==> config.mk <==
export PLATFORM = sky130hd
export DESIGN_NAME = ccfh_top
export DESIGN_NICKNAME = d
export VERILOG_FILES = /design/src/inc/ccfh_pkg.sv /design/src/logic/ccfh_pin_sync.sv /design/src/logic/ccfh_top.sv
export SDC_FILE = /design/constraint.sdc
export NUM_CORES = 1
export LEC_CHECK = 0
export BUFFER_PORTS_ARGS = -buffer_cell sky130_fd_sc_hd__buf_2
export CAP_MARGIN = 15
export CELL_PAD_IN_SITES_DETAIL_PLACEMENT = 0
export CELL_PAD_IN_SITES_GLOBAL_PLACEMENT = 1
export CORE_ASPECT_RATIO = 2
export CORE_MARGIN = 2
export CORE_UTILIZATION = 51
export CTS_BUF_LIST = sky130_fd_sc_hd__clkbuf_4 sky130_fd_sc_hd__clkbuf_8
export DETAILED_ROUTE_END_ITERATION = 8
export PLACE_DENSITY = 0.85
export SLEW_MARGIN = 10
export SYNTH_ARGS = -nofsm -noshare
export SYNTH_HDL_FRONTEND = slang
export SYNTH_SLANG_ARGS = --single-unit
==> constraint.sdc <==
create_clock -name sys_clk_i -period 6.5 [get_ports sys_clk_i]
set_input_delay 0.975 -clock sys_clk_i [delete_from_list [all_inputs] [get_ports sys_clk_i]]
set_output_delay 0.975 -clock sys_clk_i [all_outputs]
set_load 0.01 [all_outputs]
==> src/inc/ccfh_pkg.sv <==
`default_nettype none
package ccfh_pkg;
  // Byte addresses of the register words
  localparam logic [7:0] ADDR_CTRL_VALUE = 8'h00;
  localparam logic [7:0] ADDR_CTRL_BITS = 8'h04;
  localparam logic [7:0] ADDR_FB_COUNT = 8'h08;
  localparam logic [7:0] ADDR_FB_STATUS = 8'h0C;
  localparam logic [7:0] ADDR_LOAD_VALUE = 8'h10;
  localparam logic [7:0] ADDR_CONFIG = 8'h14;
  localparam logic [7:0] ADDR_LIMIT_HI = 8'h18;
  localparam logic [7:0] ADDR_LIMIT_LO = 8'h1C;
  // Control word bits
  localparam int CB_SOFTWARE_GATE_CONTROL = 0;
  localparam int CB_SYNC_EN = 1;
  localparam int CB_CLR_REQ = 2;
  localparam int CB_ERR_ACK = 7;
  localparam int CB_LOAD_DIRECT = 8;
  localparam int CB_LOAD_PREP = 9;
  localparam int CB_CMP1 = 10;
  localparam int CB_CMP2 = 11;
  localparam int CB_OUT_PARAM = 12;
  localparam logic [31:0] CTRL_BITS_MASK = 32'h00001F87;
  // Feedback status word bits
  localparam int FB_LOAD_BUSY = 0;
  localparam int FB_LOAD_ERR = 1;
  localparam int FB_CLR_ACT = 2;
  localparam int FB_PARAM_ERR = 5;
  localparam int FB_SUPPLY_ERR = 7;
  localparam int FB_GATE = 8;
  localparam int FB_DI = 9;
  localparam int FB_UP = 14;
  localparam int FB_DOWN = 15;
  localparam int FB_SYNC = 16;
  localparam int FB_UPPER = 21;
  localparam int FB_LOWER = 22;
  localparam int FB_ZERO = 23;
  // Configuration word bits
  localparam int CF_GROUP_DIAG = 0;
  localparam int CF_ISOCHRONE = 1;
  localparam int CF_ISO_SIX = 2;
  localparam int CF_STOP = 3;
  localparam int CF_NO_MAIN_DIR = 4;
  localparam int CF_DI_FUNC = 5;
  localparam int CF_HWGATE_INV = 7;
  localparam logic [31:0] CONFIG_MASK = 32'h000000FF;
  // Reset values
  localparam logic [31:0] RST_WORD = 32'h00000000;
  localparam logic [31:0] RST_LIMIT_HI = 32'h7FFFFFFF;
  localparam logic [31:0] RST_LIMIT_LO = 32'h80000000;
  // Bus cycles per acknowledgement in isochrone mode
  localparam logic [2:0] ISO_CYCLES_FOUR = 3'h4;
  localparam logic [2:0] ISO_CYCLES_SIX = 3'h6;
  localparam logic [2:0] ISO_CYCLES_NONE = 3'h0;
  localparam logic [1:0] RESP_OKAY = 2'h0;
  localparam logic [1:0] RESP_SLVERR = 2'h2;
  typedef enum logic [1:0] {
    DI_INPUT = 2'b00, DI_HW_GATE = 2'b01, DI_LATCH = 2'b10, DI_SYNC = 2'b11
  } ccfh_di_func_t;
  typedef enum logic [1:0] {
    CLR_IDLE = 2'b00, CLR_WAIT = 2'b01, CLR_ACTIVE = 2'b10
  } ccfh_clr_state_t;
  typedef enum logic {
    LD_IDLE = 1'b0, LD_WAIT = 1'b1
  } ccfh_ld_state_t;
endpackage : ccfh_pkg
`default_nettype wire

==> src/logic/ccfh_pin_sync.sv <==
`timescale 1ns/100ps
`default_nettype none
module ccfh_pin_sync #(
  parameter int W = 4
) (
  input wire logic sys_clk_i,
  input wire logic rst_i,
  input wire logic [W-1:0] pin_i,
  output logic [W-1:0] level_o
);
  logic [W-1:0] s1_r, s2_r, s3_r, level_r, level_nxt;
  // Level only moves once two late stages agree, filtering one-cycle glitches
  generate
    for (genvar i = 0; i < W; i++) begin : g_bit
      always_comb begin
        level_nxt[i] = (s2_r[i] == s3_r[i]) ? s3_r[i] : level_r[i];
      end
      always_ff @(posedge sys_clk_i) begin
        if (rst_i) begin
          s1_r[i] <= 1'b0;
          s2_r[i] <= 1'b0;
          s3_r[i] <= 1'b0;
          level_r[i] <= 1'b0;
        end else begin
          s1_r[i] <= pin_i[i];
          s2_r[i] <= s1_r[i];
          s3_r[i] <= s2_r[i];
          level_r[i] <= level_nxt[i];
        end
      end
    end
  endgenerate
  assign level_o = level_r;
endmodule : ccfh_pin_sync
`default_nettype wire

==> src/logic/ccfh_top.sv <==
`timescale 1ns/100ps
`default_nettype none
// How it works
// - synchronization only while sync enable set
// - supply error held until acknowledged after cause gone
// - preparatory load stores value, count untouched
// - direct load replaces count with value
// - request, clear plus active, drop, active drops
// - software gate follows its control bit
// - supply short sets sticky error, diagnostic
// - several load requests together flag error
// - invalid load value rejected, error flagged
// - load error held until later correct load
// - digital input level mirrored in every mode
// - internal gate state reported while counting
// - busy flag while load is carried out
// - sticky zero crossing without main direction
// - sticky upper and lower limit flags
// - sync done sticky until status clear
// - isochrone handshakes take 4 or 6 cycles
// - diagnostic only with group diagnostics enabled
// - parameter error cleared by correct parameters
// - acknowledge held or stop: errors follow cause
// - feedback count is live or latched value
module ccfh_top
  import ccfh_pkg::*;
(
  input wire logic sys_clk_i,
  input wire logic rst_i,
  input wire logic count_up_i,
  input wire logic count_down_i,
  input wire logic digital_input_i,
  input wire logic supply_short_i,
  output logic diag_o,
  input wire logic [7:0] s_axi_awaddr_i,
  input wire logic s_axi_awvalid_i,
  output logic s_axi_awready_o,
  input wire logic [31:0] s_axi_wdata_i,
  input wire logic [3:0] s_axi_wstrb_i,
  input wire logic s_axi_wvalid_i,
  output logic s_axi_wready_o,
  output logic [1:0] s_axi_bresp_o,
  output logic s_axi_bvalid_o,
  input wire logic s_axi_bready_i,
  input wire logic [7:0] s_axi_araddr_i,
  input wire logic s_axi_arvalid_i,
  output logic s_axi_arready_o,
  output logic [31:0] s_axi_rdata_o,
  output logic [1:0] s_axi_rresp_o,
  output logic s_axi_rvalid_o,
  input wire logic s_axi_rready_i
);
  logic [3:0] pin_level;
  logic up_filt, dn_filt, di_filt, short_filt;
  ccfh_pin_sync #(.W(4)) u_pin_sync (
    .sys_clk_i(sys_clk_i),
    .rst_i(rst_i),
    .pin_i({supply_short_i, digital_input_i, count_down_i, count_up_i}),
    .level_o(pin_level)
  );
  assign {short_filt, di_filt, dn_filt, up_filt} = pin_level;

  // Bus slave state
  logic [7:0] awaddr_r, awaddr_nxt;
  logic [31:0] wdata_r, wdata_nxt;
  logic [3:0] wstrb_r, wstrb_nxt;
  logic aw_full_r, aw_full_nxt, w_full_r, w_full_nxt;
  logic awready_r, awready_nxt, wready_r, wready_nxt;
  logic bvalid_r, bvalid_nxt, arready_r, arready_nxt, rvalid_r, rvalid_nxt;
  logic [1:0] bresp_r, bresp_nxt, rresp_r, rresp_nxt;
  logic [31:0] rdata_r, rdata_nxt;
  logic do_write, bus_tick;
  // Software registers
  logic [31:0] ctrl_value_r, ctrl_value_nxt, ctrl_bits_r, ctrl_bits_nxt;
  logic [31:0] config_r, config_nxt, limit_hi_r, limit_hi_nxt, limit_lo_r, limit_lo_nxt;
  logic param_err_r, param_err_nxt;
  // Counter core state
  logic [31:0] count_r, count_nxt, load_value_r, load_value_nxt, latch_r, latch_nxt;
  logic [31:0] pend_value_r, pend_value_nxt;
  logic pend_prep_r, pend_prep_nxt;
  logic [15:0] req_prev_r, req_prev_nxt;
  logic up_prev_r, up_prev_nxt, dn_prev_r, dn_prev_nxt, di_prev_r, di_prev_nxt;
  logic gate_r, gate_nxt, di_level_r, di_level_nxt, diag_r, diag_nxt;
  logic dir_up_r, dir_up_nxt, dir_dn_r, dir_dn_nxt;
  logic sync_done_r, sync_done_nxt, zero_r, zero_nxt;
  logic upper_r, upper_nxt, lower_r, lower_nxt;
  logic supply_err_r, supply_err_nxt, load_err_r, load_err_nxt;
  ccfh_clr_state_t clr_state_r, clr_state_nxt;
  ccfh_ld_state_t ld_state_r, ld_state_nxt;
  logic [2:0] clr_cnt_r, clr_cnt_nxt, ld_cnt_r, ld_cnt_nxt;
  // Decoded events
  logic [15:0] req_rise;
  logic [4:0] load_reqs;
  logic conflict, ld_start, ld_fire, ld_valid, clr_fire, live, up_ev, dn_ev, di_rise;
  logic [2:0] iso_target;
  ccfh_di_func_t di_func;
  logic [31:0] status_word;

  function automatic logic [31:0] merge(input logic [31:0] old, input logic [31:0] val,
                                        input logic [3:0] strb, input logic [31:0] mask);
    logic [31:0] res;
    res = old;
    for (int b = 0; b < 4; b++) begin
      if (strb[b]) begin
        res[b*8 +: 8] = val[b*8 +: 8];
      end
    end
    return res & mask;
  endfunction : merge

  // Write channel: address and data taken in either order, answered once both held
  always_comb begin
    awaddr_nxt = awaddr_r;
    wdata_nxt = wdata_r;
    wstrb_nxt = wstrb_r;
    aw_full_nxt = aw_full_r;
    w_full_nxt = w_full_r;
    do_write = aw_full_r & w_full_r & ~bvalid_r;
    if (s_axi_awvalid_i & awready_r) begin
      awaddr_nxt = s_axi_awaddr_i;
      aw_full_nxt = 1'b1;
    end
    if (s_axi_wvalid_i & wready_r) begin
      wdata_nxt = s_axi_wdata_i;
      wstrb_nxt = s_axi_wstrb_i;
      w_full_nxt = 1'b1;
    end
    if (do_write) begin
      aw_full_nxt = 1'b0;
      w_full_nxt = 1'b0;
    end
    awready_nxt = ~aw_full_nxt;
    wready_nxt = ~w_full_nxt;
    bvalid_nxt = do_write | (bvalid_r & ~s_axi_bready_i);
    bresp_nxt = bresp_r;
    if (do_write) begin
      bresp_nxt = (awaddr_r[7:5] == 3'h0 && awaddr_r[1:0] == 2'h0) ? RESP_OKAY : RESP_SLVERR;
    end
    bus_tick = do_write & (awaddr_r == ADDR_CTRL_BITS);
  end

  // Read channel: one outstanding read, data latched when address taken
  always_comb begin
    rdata_nxt = rdata_r;
    rresp_nxt = rresp_r;
    if (s_axi_arvalid_i & arready_r) begin
      rresp_nxt = RESP_OKAY;
      unique case (s_axi_araddr_i)
        ADDR_CTRL_VALUE: rdata_nxt = ctrl_value_r;
        ADDR_CTRL_BITS: rdata_nxt = ctrl_bits_r;
        ADDR_FB_COUNT: rdata_nxt = (di_func == DI_LATCH) ? latch_r : count_r;
        ADDR_FB_STATUS: rdata_nxt = status_word;
        ADDR_LOAD_VALUE: rdata_nxt = load_value_r;
        ADDR_CONFIG: rdata_nxt = config_r;
        ADDR_LIMIT_HI: rdata_nxt = limit_hi_r;
        ADDR_LIMIT_LO: rdata_nxt = limit_lo_r;
        default: begin
          rdata_nxt = RST_WORD;
          rresp_nxt = RESP_SLVERR;
        end
      endcase
    end
    rvalid_nxt = (s_axi_arvalid_i & arready_r) | (rvalid_r & ~s_axi_rready_i);
    arready_nxt = ~rvalid_nxt;
  end

  // Software writable registers; parameter error judged on each config write
  always_comb begin
    ctrl_value_nxt = ctrl_value_r;
    ctrl_bits_nxt = ctrl_bits_r;
    config_nxt = config_r;
    limit_hi_nxt = limit_hi_r;
    limit_lo_nxt = limit_lo_r;
    param_err_nxt = param_err_r;
    if (do_write) begin
      unique case (awaddr_r)
        ADDR_CTRL_VALUE: ctrl_value_nxt = merge(ctrl_value_r, wdata_r, wstrb_r, '1);
        ADDR_CTRL_BITS: ctrl_bits_nxt = merge(ctrl_bits_r, wdata_r, wstrb_r, CTRL_BITS_MASK);
        ADDR_CONFIG: begin
          config_nxt = merge(config_r, wdata_r, wstrb_r, CONFIG_MASK);
          // Ack bit has no say here; only a sound parameter set clears it
          param_err_nxt = config_nxt[CF_HWGATE_INV] &
                          (config_nxt[CF_DI_FUNC +: 2] != DI_HW_GATE);
        end
        ADDR_LIMIT_HI: limit_hi_nxt = merge(limit_hi_r, wdata_r, wstrb_r, '1);
        ADDR_LIMIT_LO: limit_lo_nxt = merge(limit_lo_r, wdata_r, wstrb_r, '1);
        default: ;
      endcase
    end
  end

  // Event decode shared by the core
  always_comb begin
    di_func = ccfh_di_func_t'(config_r[CF_DI_FUNC +: 2]);
    req_rise = ctrl_bits_r[15:0] & ~req_prev_r;
    load_reqs = ctrl_bits_r[CB_OUT_PARAM:CB_LOAD_DIRECT];
    conflict = ($countones(load_reqs) > 1);
    ld_start = (ld_state_r == LD_IDLE) & ~conflict &
               (req_rise[CB_LOAD_DIRECT] | req_rise[CB_LOAD_PREP]);
    iso_target = ~config_r[CF_ISOCHRONE] ? ISO_CYCLES_NONE :
                 (config_r[CF_ISO_SIX] ? ISO_CYCLES_SIX : ISO_CYCLES_FOUR);
    ld_fire = (ld_state_r == LD_WAIT) & (ld_cnt_r >= iso_target);
    clr_fire = (clr_state_r == CLR_WAIT) & (clr_cnt_r >= iso_target);
    ld_valid = ($signed(pend_value_r) <= $signed(limit_hi_r)) &
               ($signed(pend_value_r) >= $signed(limit_lo_r));
    live = ctrl_bits_r[CB_ERR_ACK] | config_r[CF_STOP];
    up_ev = up_filt & ~up_prev_r & gate_r & ~dn_filt;
    dn_ev = dn_filt & ~dn_prev_r & gate_r & ~up_filt;
    di_rise = di_filt & ~di_prev_r;
    status_word = RST_WORD;
    status_word[FB_LOAD_BUSY] = (ld_state_r == LD_WAIT);
    status_word[FB_LOAD_ERR] = load_err_r;
    status_word[FB_CLR_ACT] = (clr_state_r == CLR_ACTIVE);
    status_word[FB_PARAM_ERR] = param_err_r;
    status_word[FB_SUPPLY_ERR] = supply_err_r;
    status_word[FB_GATE] = gate_r;
    status_word[FB_DI] = di_level_r;
    status_word[FB_UP] = dir_up_r;
    status_word[FB_DOWN] = dir_dn_r;
    status_word[FB_SYNC] = sync_done_r;
    status_word[FB_UPPER] = upper_r;
    status_word[FB_LOWER] = lower_r;
    status_word[FB_ZERO] = zero_r;
  end

  // Handshake sequencers; isochrone counts bus cycles as control word writes
  always_comb begin
    clr_state_nxt = clr_state_r;
    clr_cnt_nxt = clr_cnt_r + {2'h0, bus_tick};
    ld_state_nxt = ld_state_r;
    ld_cnt_nxt = ld_cnt_r + {2'h0, bus_tick};
    pend_value_nxt = pend_value_r;
    pend_prep_nxt = pend_prep_r;
    unique case (clr_state_r)
      CLR_IDLE: begin
        clr_cnt_nxt = 3'h0;
        if (req_rise[CB_CLR_REQ]) begin
          clr_state_nxt = CLR_WAIT;
        end
      end
      CLR_WAIT: begin
        if (clr_fire) begin
          clr_state_nxt = CLR_ACTIVE;
        end
      end
      CLR_ACTIVE: begin
        if (!ctrl_bits_r[CB_CLR_REQ]) begin
          clr_state_nxt = CLR_IDLE;
        end
      end
      default: clr_state_nxt = CLR_IDLE;
    endcase
    unique case (ld_state_r)
      LD_IDLE: begin
        ld_cnt_nxt = 3'h0;
        if (ld_start) begin
          ld_state_nxt = LD_WAIT;
          pend_value_nxt = ctrl_value_r;
          pend_prep_nxt = req_rise[CB_LOAD_PREP];
        end
      end
      LD_WAIT: begin
        if (ld_fire) begin
          ld_state_nxt = LD_IDLE;
        end
      end
    endcase
  end

  // Counter, flags and errors; in every flag a fresh set beats the clear
  always_comb begin
    count_nxt = count_r;
    load_value_nxt = load_value_r;
    latch_nxt = latch_r;
    req_prev_nxt = ctrl_bits_r[15:0];
    up_prev_nxt = up_filt;
    dn_prev_nxt = dn_filt;
    di_prev_nxt = di_filt;
    di_level_nxt = di_filt;
    gate_nxt = ctrl_bits_r[CB_SOFTWARE_GATE_CONTROL] &
               ((di_func != DI_HW_GATE) | (di_filt ^ config_r[CF_HWGATE_INV]));
    dir_up_nxt = dir_up_r | up_ev;
    dir_dn_nxt = dir_dn_r | dn_ev;
    if (up_ev) begin
      dir_dn_nxt = 1'b0;
    end
    if (dn_ev) begin
      dir_up_nxt = 1'b0;
    end
    sync_done_nxt = sync_done_r & ~clr_fire;
    zero_nxt = zero_r & ~clr_fire;
    upper_nxt = upper_r & ~clr_fire;
    lower_nxt = lower_r & ~clr_fire;
    if (up_ev) begin
      if (count_r == limit_hi_r) begin
        count_nxt = limit_lo_r;
        upper_nxt = 1'b1;
      end else begin
        count_nxt = count_r + 32'h00000001;
      end
      if (config_r[CF_NO_MAIN_DIR] && count_r == 32'hFFFFFFFF) begin
        zero_nxt = 1'b1;
      end
    end else if (dn_ev) begin
      if (count_r == limit_lo_r) begin
        count_nxt = limit_hi_r;
        lower_nxt = 1'b1;
      end else begin
        count_nxt = count_r - 32'h00000001;
      end
      if (config_r[CF_NO_MAIN_DIR] && count_r == 32'h00000000) begin
        zero_nxt = 1'b1;
      end
    end
    if (di_rise && di_func == DI_LATCH) begin
      latch_nxt = count_r;
    end
    if (di_rise && di_func == DI_SYNC && ctrl_bits_r[CB_SYNC_EN]) begin
      count_nxt = load_value_r;
      sync_done_nxt = 1'b1;
    end
    load_err_nxt = load_err_r;
    if (ld_fire) begin
      if (!ld_valid) begin
        load_err_nxt = 1'b1;
      end else if (pend_prep_r) begin
        load_value_nxt = pend_value_r;
        load_err_nxt = 1'b0;
      end else begin
        count_nxt = pend_value_r;
        load_err_nxt = 1'b0;
      end
    end
    if (live && !ld_fire) begin
      load_err_nxt = 1'b0;
    end
    if (conflict) begin
      load_err_nxt = 1'b1;
    end
    // Live mode mirrors the cause; otherwise the flag waits for acknowledge
    supply_err_nxt = live ? short_filt : (supply_err_r | short_filt);
    diag_nxt = config_r[CF_GROUP_DIAG] &
               (supply_err_r | param_err_r | load_err_r);
  end

  // All state registered in one place
  always_ff @(posedge sys_clk_i) begin
    if (rst_i) begin
      awaddr_r <= 8'h00;
      wdata_r <= RST_WORD;
      wstrb_r <= 4'h0;
      aw_full_r <= 1'b0;
      w_full_r <= 1'b0;
      awready_r <= 1'b0;
      wready_r <= 1'b0;
      bvalid_r <= 1'b0;
      bresp_r <= RESP_OKAY;
      arready_r <= 1'b0;
      rvalid_r <= 1'b0;
      rresp_r <= RESP_OKAY;
      rdata_r <= RST_WORD;
      ctrl_value_r <= RST_WORD;
      ctrl_bits_r <= RST_WORD;
      config_r <= RST_WORD;
      limit_hi_r <= RST_LIMIT_HI;
      limit_lo_r <= RST_LIMIT_LO;
      param_err_r <= 1'b0;
      count_r <= RST_WORD;
      load_value_r <= RST_WORD;
      latch_r <= RST_WORD;
      pend_value_r <= RST_WORD;
      pend_prep_r <= 1'b0;
      req_prev_r <= 16'h0000;
      up_prev_r <= 1'b0;
      dn_prev_r <= 1'b0;
      di_prev_r <= 1'b0;
      gate_r <= 1'b0;
      di_level_r <= 1'b0;
      diag_r <= 1'b0;
      dir_up_r <= 1'b0;
      dir_dn_r <= 1'b0;
      sync_done_r <= 1'b0;
      zero_r <= 1'b0;
      upper_r <= 1'b0;
      lower_r <= 1'b0;
      supply_err_r <= 1'b0;
      load_err_r <= 1'b0;
      clr_state_r <= CLR_IDLE;
      ld_state_r <= LD_IDLE;
      clr_cnt_r <= 3'h0;
      ld_cnt_r <= 3'h0;
    end else begin
      awaddr_r <= awaddr_nxt;
      wdata_r <= wdata_nxt;
      wstrb_r <= wstrb_nxt;
      aw_full_r <= aw_full_nxt;
      w_full_r <= w_full_nxt;
      awready_r <= awready_nxt;
      wready_r <= wready_nxt;
      bvalid_r <= bvalid_nxt;
      bresp_r <= bresp_nxt;
      arready_r <= arready_nxt;
      rvalid_r <= rvalid_nxt;
      rresp_r <= rresp_nxt;
      rdata_r <= rdata_nxt;
      ctrl_value_r <= ctrl_value_nxt;
      ctrl_bits_r <= ctrl_bits_nxt;
      config_r <= config_nxt;
      limit_hi_r <= limit_hi_nxt;
      limit_lo_r <= limit_lo_nxt;
      param_err_r <= param_err_nxt;
      count_r <= count_nxt;
      load_value_r <= load_value_nxt;
      latch_r <= latch_nxt;
      pend_value_r <= pend_value_nxt;
      pend_prep_r <= pend_prep_nxt;
      req_prev_r <= req_prev_nxt;
      up_prev_r <= up_prev_nxt;
      dn_prev_r <= dn_prev_nxt;
      di_prev_r <= di_prev_nxt;
      gate_r <= gate_nxt;
      di_level_r <= di_level_nxt;
      diag_r <= diag_nxt;
      dir_up_r <= dir_up_nxt;
      dir_dn_r <= dir_dn_nxt;
      sync_done_r <= sync_done_nxt;
      zero_r <= zero_nxt;
      upper_r <= upper_nxt;
      lower_r <= lower_nxt;
      supply_err_r <= supply_err_nxt;
      load_err_r <= load_err_nxt;
      clr_state_r <= clr_state_nxt;
      ld_state_r <= ld_state_nxt;
      clr_cnt_r <= clr_cnt_nxt;
      ld_cnt_r <= ld_cnt_nxt;
    end
  end

  assign s_axi_awready_o = awready_r;
  assign s_axi_wready_o = wready_r;
  assign s_axi_bvalid_o = bvalid_r;
  assign s_axi_bresp_o = bresp_r;
  assign s_axi_arready_o = arready_r;
  assign s_axi_rvalid_o = rvalid_r;
  assign s_axi_rresp_o = rresp_r;
  assign s_axi_rdata_o = rdata_r;
  assign diag_o = diag_r;
endmodule : ccfh_top
`default_nettype wire

==> summary.md, run 1 <==
| Metric | Value |
|---|---|
| Avg WL per Cell | `around 24 um` |
| GRT overflow | `0` |
| Fin. Hold Viols | `0` |
| Max capacitance violation total | `0` |
| FP Rows | `101` |
| Cell Count, Final, Fillers Out | `~3000` |
| Type of element capturing the critical path | `flop` |
| Post-route setup slack | `between 1.5 and 2 ns` |
| Top FF cell, synth | `dfxtp_1` |
| Yosys cell types | `70` |
| CTS root buf | `clkbuf_8` |
| Power share of the sequential group | `about half` |
| Mean Syn Cell Area | `a little under 8 um2` |
| Initial antenna violation count | `1` |
| 1st-iter DRT viols | `1660` |
| Most frequent cells in the layout | `nand2_1 (396), dfxtp_1 (369), a21oi_1 (278)` |
| Clock share of power | `~45%` |
| Pin count of the biggest net entering global routing | `152` |
| Cells on worst reg2reg path | `12` |
| Drt drc | `0` |
| Fin area | `about 21000 um2` |
| CTS sink cnt | `approximately 370` |
| Hold Crit Depth | `1` |
| Dpl cell area | `slightly above 20000 um2` |
| Sw frac | `between 20% and 30%` |
| Worst IR Drop VDD | `between 0.2 and 0.25 mV` |
| Post-CTS Setup Bufs | `0` |
| Leakage power | `8.50 nW` |
| Area Growth Syn to Fin | `10.2%` |
| Layout net count | `between 2000 and 3000` |
| #FFs+latches synth | `369` |
| Initial core utilization | `51.4%` |
| Minimum clock period | `4.62 ns` |
| Syn. warnings | `0` |
| CTS-repair resized insts | `0` |
| TritonCTS clock tree | `yes` |
| Clk slew on worst S/H paths | `around 0.07 ns` |
| RD Place Congestion | `a little over 1` |
| DR vias | `roughly 19000` |
| Setup-violating endpoint count in the final report | `0` |
| Ys async rst share | `0%` |
| Arr. time, crit path | `5.11 ns` |
| Post-synthesis sequential area ratio | `38.2%` |
| Tightest Hold Check Type | `reg2reg` |
| Port bufs | `around 100` |
| Post-Place Setup Slack | `approximately 2.0 ns` |
| DRT Pass-1 Iters | `8` |
| Vias per cell | `slightly above 6` |
| Unrepaired setup endpoints after global routing | `no` |
| WL final | `between 70000 and 80000 um` |
| Switching pwr | `0.00109 W` |
| Crit Path Category | `reg2reg` |
| CTS Hold Bufs | `0` |
| Die Ht | `between 200 and 300 um` |
| Internal cell power | `approximately 0.0035 W` |
| Crit path max fanout | `22` |
| Core Box Area | `~38000 um2` |
| Combinational Power Share | `around 3.8%` |
| Slew at the pin with the worst max-slew slack | `between 1 and 1.5 ns` |
| Post-synth EDFFs | `0` |
| Die area | `slightly below 40000 um2` |
| HPWL after detailed placement | `slightly above 50000 um` |
| Pwr dens | `roughly 210 nW/um2` |
| Fmax | `between 0.2 and 0.25 GHz` |
| Status | `complete, no violations` |
| Mapped Area | `~19000 um2` |
| Die width | `between 100 and 150 um` |
| Tot GR Track Use | `between 30 and 40%` |
| Htree depth | `2` |
| Total negative slack | `0 ns` |
| Max-slew headroom | `15.3%` |
| CP Launch Type | `flop` |
| Synth top area cells | `dfxtp_1 (38%), nand2_1 (7.7%), a21oi_1 (7.2%)` |
| Post-Place Cells | `slightly below 3000` |
| WP data required | `between 6 and 7 ns` |
| Clock Path Buffers | `3` |
| Fraction of layout cells with a size suffix above 1 | `roughly a tenth` |
| Design Power | `between 0.004 and 0.005 W` |
| I/O pin cnt | `between 100 and 150` |
| Syn Inst Count | `~2500` |
| First-pass GRT wire length | `108000 um` |
| Final worst-path cycle share | `a little under three quarters` |
| Cts bufs inserted | `54` |
| Top cell type's share of synthesized area | `about two fifths` |
| Area leader, netlist | `dfxtp_1` |
| Most common cell after layout, fill and taps aside | `nand2_1` |
| Final slew viol count | `0` |
| Post-route ant nets | `0` |
| Vias in the first global route | `approximately 18000` |
| Worst-Skew Late Latency | `between 0.6 and 0.7 ns` |
| Clk_skew | `0.0321 ns` |
[layout make-up]
type                            instances  area, um2
Clock inverter                         11        114
Clock buffer                           81       1060
Antenna cell                            1       2.50
Timing Repair Buffer                  142        833
Fill cell                            3662      16300
Sequential cell                       369       7390
Tap cell                              463        579
Multi-Input combinational cell       1826      11000
Inverter                               93        349
[sequential cells by signal (all words and copies together), names as in the netlist, 4 cells and up]
signal	cells
count_r	32
ctrl_value_r	32
latch_r	32
limit_hi_r	32
limit_lo_r	32
load_value_r	32
pend_value_r	32
s_axi_rdata_o	32
wdata_r	32
ctrl_bits_r	9
awaddr_r	8
config_r	8
u_pin_sync.level_o	4
u_pin_sync.s1_r	4
u_pin_sync.s2_r	4
u_pin_sync.s3_r	4
wstrb_r	4
[routing by layer]
layer  up-vias  GRT usage, %  routed length, um
met2       942          56.9              32600
met4         0          24.3               5770
li1       8670             -                  -
met1      8729          44.7              28200
met5         -             0                  0
met3       279          4.96               5490
[path summary, 6_finish.rpt]
| check | startpoint | end | slack [ns] |
|---|---|---|---|
| max | limit_hi_r[5]$_SDFFE_PP1P_ | load_value_r[12]$_SDFFE_PP0P_ | 1.88 |
| max reg2reg | limit_hi_r[5]$_SDFFE_PP1P_ | load_value_r[12]$_SDFFE_PP0P_ | 1.88 |
| min | u_pin_sync.s1_r[1]$_SDFF_PP0_ | u_pin_sync.s2_r[1]$_SDFF_PP0_ | 0.45 |
| min reg2reg | u_pin_sync.s1_r[1]$_SDFF_PP0_ | u_pin_sync.s2_r[1]$_SDFF_PP0_ | 0.45 |
[worst max-delay path, stage by stage (launching register included)]
cell and delay (ns):
dfxtp_1 0.39, inv_1 0.09, ha_1 0.31, a21oi_1 0.18, o21ai_0 0.19, a221oi_1 0.35
or3b_2 0.51, a2111oi_0 0.69, mux2_2 0.45, nand3_2 0.42, buf_4 0.55, mux2i_1 0.26
nor2_1 0.06
[logic make-up (layout without fill, tap and decap cells)]
| kind of cell | after synthesis | in the layout | synth area share, % |
|---|---|---|---|
| and+or+nand+nor | 920 | 920 | 21.0 |
| AOI/OAI and AO/OA | 594 | 594 | 18.8 |
| DFF | 369 | 369 | 38.2 |
| buffers and inverters | 283 | 327 | 5.62 |
| muxes | 137 | 137 | 7.11 |
| xor gates and xnor gates | 97 | 97 | 4.39 |
| adders and majority gates | 76 | 76 | 4.95 |
| other | 1 | 3 | 0.0194 |
[metrics by stage]
stage | hold slack (ns) | util [%]
CTS | 0.453 | 56.6
detailed placement | 0.427 | 53.5
global placement | 0.427 | 53.5
global route | 0.467 | 56.6
finish | 0.447 | 56.6
floorplan | 0.414 | -
[power by group through the flow]
stage | registers (W) | clock network, W | logic (W)
6_report | 0.00232 | 0.00206 | 0.000172
5_1_grt | 0.00232 | 0.00217 | 0.000185
4_1_cts | 0.00232 | 0.00208 | 0.000171
3_5_place_dp | 0.00237 | 0 | 0.000170
2_1_floorplan | 0.00236 | 0 | 0.0000972
3_3_place_gp | 0.00237 | 0 | 0.000170
[synthesized netlist by cell type (8+ instances only)]
master    count
ha_1         75
a211oi_1     24
buf_1        20
xnor2_1      57
a21oi_1     278
nand4_1      36
a21o_1        8
clkbuf_1    157
nor2b_1      23
a22oi_1      39
a221oi_1     27
nor2_1      263
buf_2         8
nand2b_1     10
or3_1        17
and3_1       10
o31ai_1       8
inv_1        92
nor3_1       30
o21ai_0      75
nand3_1      66
o211ai_1     42
nor4_1       26
nand2_1     396
or4_1         8
o22ai_1      31
dfxtp_1     369
xor2_1       40
mux2i_1     134
(Power assumes the default switching activity.)
==> run 2, diff against run 1 <==
ABC_AREA = 1   (was unset)
CORE_UTILIZATION = 41   (was 51)
PLACE_DENSITY = 0.76   (was 0.85)
clock period = 3.8 ns   (was 6.5 ns; I/O delays follow)
==> run 2 against run 1 <==
Against the previous run: synthesized cell count up 32%; combinational power up 84%; worst hold slack worse by 0.33 ns; clock skew up 0.0026 ns; first-iteration DRC count up 33%; critical endpoint is now count_r[9]$_SDFF_PP0_; largest power group unchanged; highest routed layer is now met5.
==> summary.md, run 2 <==
| Metric | Value |
|---|---|
| Status | `complete, no violations` |
| Cts bufs inserted | `57 (+5.6%)` |
| Sw frac | `25.1% (+1.2 points)` |
| Count leader, synth | `nand2_1` |
| Max-slew headroom | `27.5% (+12 points)` |
| Area Growth Syn to Fin | `11.9%` |
| Clk slew on worst S/H paths | `0.07 ns (about the same)` |
| Total negative slack | `0 ns (unchanged)` |
| Post-synth EDFFs | `0 (unchanged)` |
| Post-CTS Setup Bufs | `0 (unchanged)` |
| Die Ht | `325 um (+16%)` |
| Syn. warnings | `0 (unchanged)` |
| Worst r2r dst | `count_r[9]$_SDFF_PP0_` |
| Clock share of power | `46.9% (+1.6 points)` |
| Yosys cell types | `52 (-26%)` |
| Top cell type's share of synthesized area | `34.9% (-3.3 points)` |
| First-pass GRT wire length | `145000 um (+34%)` |
| Design Power | `0.00807 W (+77%)` |
| Clk_skew | `0.0347 ns (+0.00261 ns)` |
| Type of element capturing the critical path | `flop` |
| Internal cell power | `0.00605 W (+75%)` |
| Syn Inst Count | `3277 (+32%)` |
| DRT Pass-1 Iters | `8 (unchanged)` |
| WL final | `99100 um (+38%)` |
| #FFs+latches synth | `369 (unchanged)` |
| Unrepaired setup endpoints after global routing | `no` |
| Vias per cell | `5.67 (-9.1%)` |
| Synth top area cells | `dfxtp_1 (35%), nand2_1 (15%), nor2_1 (9.1%)` |
| Cells on worst reg2reg path | `11 (-1)` |
| Pin count of the biggest net entering global routing | `159 (+4.6%)` |
| Core Box Area | `50900 um2 (+35%)` |
| Worst r2r src | `limit_lo_r[31]$_SDFFE_PP1P_` |
| Avg WL per Cell | `24.4 um (+1.2%)` |
| Launch point of the critical path | `limit_lo_r[31]$_SDFFE_PP1P_` |
| Htree depth | `2 (unchanged)` |
| CTS Hold Bufs | `0 (unchanged)` |
| Initial core utilization | `41.5% (-9.9 points)` |
| Tot GR Track Use | `36.8% (+1.1 points)` |
| TritonCTS clock tree | `yes` |
| RD Place Congestion | `1.10 (+6.4%)` |
| DR vias | `23000 (+24%)` |
| Most frequent cells in the layout | `nand2_1 (851), nor2_1 (513), dfxtp_1 (369)` |
| I/O pin cnt | `105 (unchanged)` |
| 1st-iter DRT viols | `2211 (+33%)` |
| FP Rows | `117 (+16%)` |
| HPWL after detailed placement | `76600 um (+51%)` |
| Crit path capture | `count_r[9]$_SDFF_PP0_` |
| Power share of the sequential group | `49.1% (-1.8 points)` |
| Fmax | `0.281 GHz (+30%)` |
| List of most frequent post-synthesis cells | `nand2_1 (852), nor2_1 (515), dfxtp_1 (369), o21ai_0 (314), inv_1 (288)` |
| Crit Path Category | `reg2reg` |
| Switching pwr | `0.00203 W (+86%)` |
| CTS root buf | `clkbuf_8` |
| Post-route ant nets | `0 (unchanged)` |
| Clock Path Buffers | `3 (unchanged)` |
| Reg2reg setup slack | `0.24 ns (-1.64 ns)` |
| Leakage power | `10.9 nW (+28%)` |
| Fin. Hold Viols | `0 (unchanged)` |
| Arr. time, crit path | `4.11 ns (-1.00 ns)` |
| Worst IR Drop VDD | `0.319 mV (+57%)` |
| Mean Syn Cell Area | `6.46 um2 (-17%)` |
| Most common cell after layout, fill and taps aside | `nand2_1` |
| Worst-Skew Late Latency | `0.67 ns (+0.03 ns)` |
| Slew at the pin with the worst max-slew slack | `1.08 ns (-0.185 ns)` |
| Setup-violating endpoint count in the final report | `0 (unchanged)` |
| Fraction of layout cells with a size suffix above 1 | `11.1% (+0.64 points)` |
| GRT overflow | `0 (unchanged)` |
| Combinational Power Share | `3.9% (about the same)` |
| Crit path max fanout | `34 (+55%)` |
| Die area | `53500 um2 (+35%)` |
| Minimum clock period | `3.56 ns (-1.06 ns)` |
| Final slew viol count | `0 (unchanged)` |
| Top FF cell, synth | `dfxtp_1` |
| Ys async rst share | `0% (unchanged)` |
| Port bufs | `102 (unchanged)` |
| Area leader, netlist | `dfxtp_1` |
| Initial antenna violation count | `2 (+1)` |
| Tightest Hold Check Type | `in2reg` |
| CTS sink cnt | `369 (unchanged)` |
| CP Launch Type | `flop` |
| Layout net count | `3499 (+33%)` |
| WP data required | `4.35 ns (-2.64 ns)` |
| Pwr dens | `341 nW/um2 (+60%)` |
| CTS-repair resized insts | `0 (unchanged)` |
| Mapped Area | `21200 um2 (+9.3%)` |
| Drt drc | `0 (unchanged)` |
| Final worst-path cycle share | `93.7% (+23 points)` |
| Vias in the first global route | `22200 (+27%)` |
| Max capacitance violation total | `0 (unchanged)` |
| Die width | `165 um (+16%)` |
| Post-synthesis sequential area ratio | `34.9% (-3.3 points)` |
## run 2: metrics by stage
| step | std cells | utilization, % | instance area [um2] | hold WS [ns] | setup WS (ns) |
|---|---|---|---|---|---|
| 3_5_place_dp | 3955 | 44.0 | 22400 | 0.402 | 0.267 |
| 4_1_cts | 4058 | 46.4 | 23700 | 0.0941 | 0.244 |
| 2_1_floorplan | 3278 | - | 21200 | 0.388 | 1.58 |
| 3_3_place_gp | 3955 | 44.0 | 22400 | 0.397 | 0.186 |
| 5_1_grt | 4059 | 46.5 | 23700 | 0.111 | 0.112 |
| 6_report | 4061 | 46.5 | 23700 | 0.120 | 0.239 |
## run 2: worst min path at each step
stage / slack [ns] / cells after the start / endpoint / startpoint
finish: 0.12 / 3 / u_pin_sync.s1_r[2]$_SDFF_PP0_ / digital_input_i
global route: 0.11 / 3 / u_pin_sync.s1_r[3]$_SDFF_PP0_ / supply_short_i
CTS: 0.09 / 3 / u_pin_sync.s1_r[2]$_SDFF_PP0_ / digital_input_i
detailed placement: 0.40 / 2 / u_pin_sync.s2_r[3]$_SDFF_PP0_ / u_pin_sync.s1_r[3]$_SDFF_PP0_
global placement: 0.40 / 2 / u_pin_sync.s2_r[0]$_SDFF_PP0_ / u_pin_sync.s1_r[0]$_SDFF_PP0_
floorplan: 0.39 / 2 / u_pin_sync.s2_r[0]$_SDFF_PP0_ / u_pin_sync.s1_r[0]$_SDFF_PP0_
## run 2: final cells by class
| class | count | area, um2 |
|---|---|---|
| antenna | 3 | 7.51 |
| clock buffer | 91 | 1140 |
| clock inverter | 12 | 131 |
| fill | 5505 | 27300 |
| inverter | 321 | 1220 |
| multi-input combinational | 2417 | 11700 |
| sequential | 369 | 7390 |
| tap | 654 | 818 |
| timing repair buffer | 194 | 1250 |
## run 2: power groups by stage
stage | sequential, W | combinational, W | clock, W
after global placement | 0.00405 | 0.000310 | 0
after floorplan | 0.00403 | 0.000187 | 0
final | 0.00397 | 0.000316 | 0.00379
after CTS | 0.00397 | 0.000314 | 0.00384
after detailed placement | 0.00405 | 0.000314 | 0
after global routing | 0.00397 | 0.000349 | 0.00397
## run 2: cells by family after synthesis
kind of cell | Yosys count | share of synthesized area, %
xor+xnor | 48 | 2.02
simple gates | 1626 | 31.6
compound gates | 665 | 17.1
flops | 369 | 34.9
other cells | 1 | 0.0177
buf+inv | 492 | 9.82
fa+ha+maj | 76 | 4.53
## run 2: critical path, stage by stage (launching register included)
cell and delay (ns):
dfxtp_1 0.41, inv_1 0.15, ha_1 0.41, nand2_1 0.13, nor3_2 0.28, and3_1 0.44, nand4_1 0.38, nand3_2 0.27
nand3_2 0.32, buf_12 0.29, o21ai_0 0.24, nor2_1 0.08
## run 2: layer usage
metal	vias up	share of wire (%)	global-route usage [%]
met5	-	0.018	0
met4	2	8.7	25.9
met3	326	7.2	6.07
met2	1133	47	60.1
met1	10800	38	43.3
li1	10800	-	-
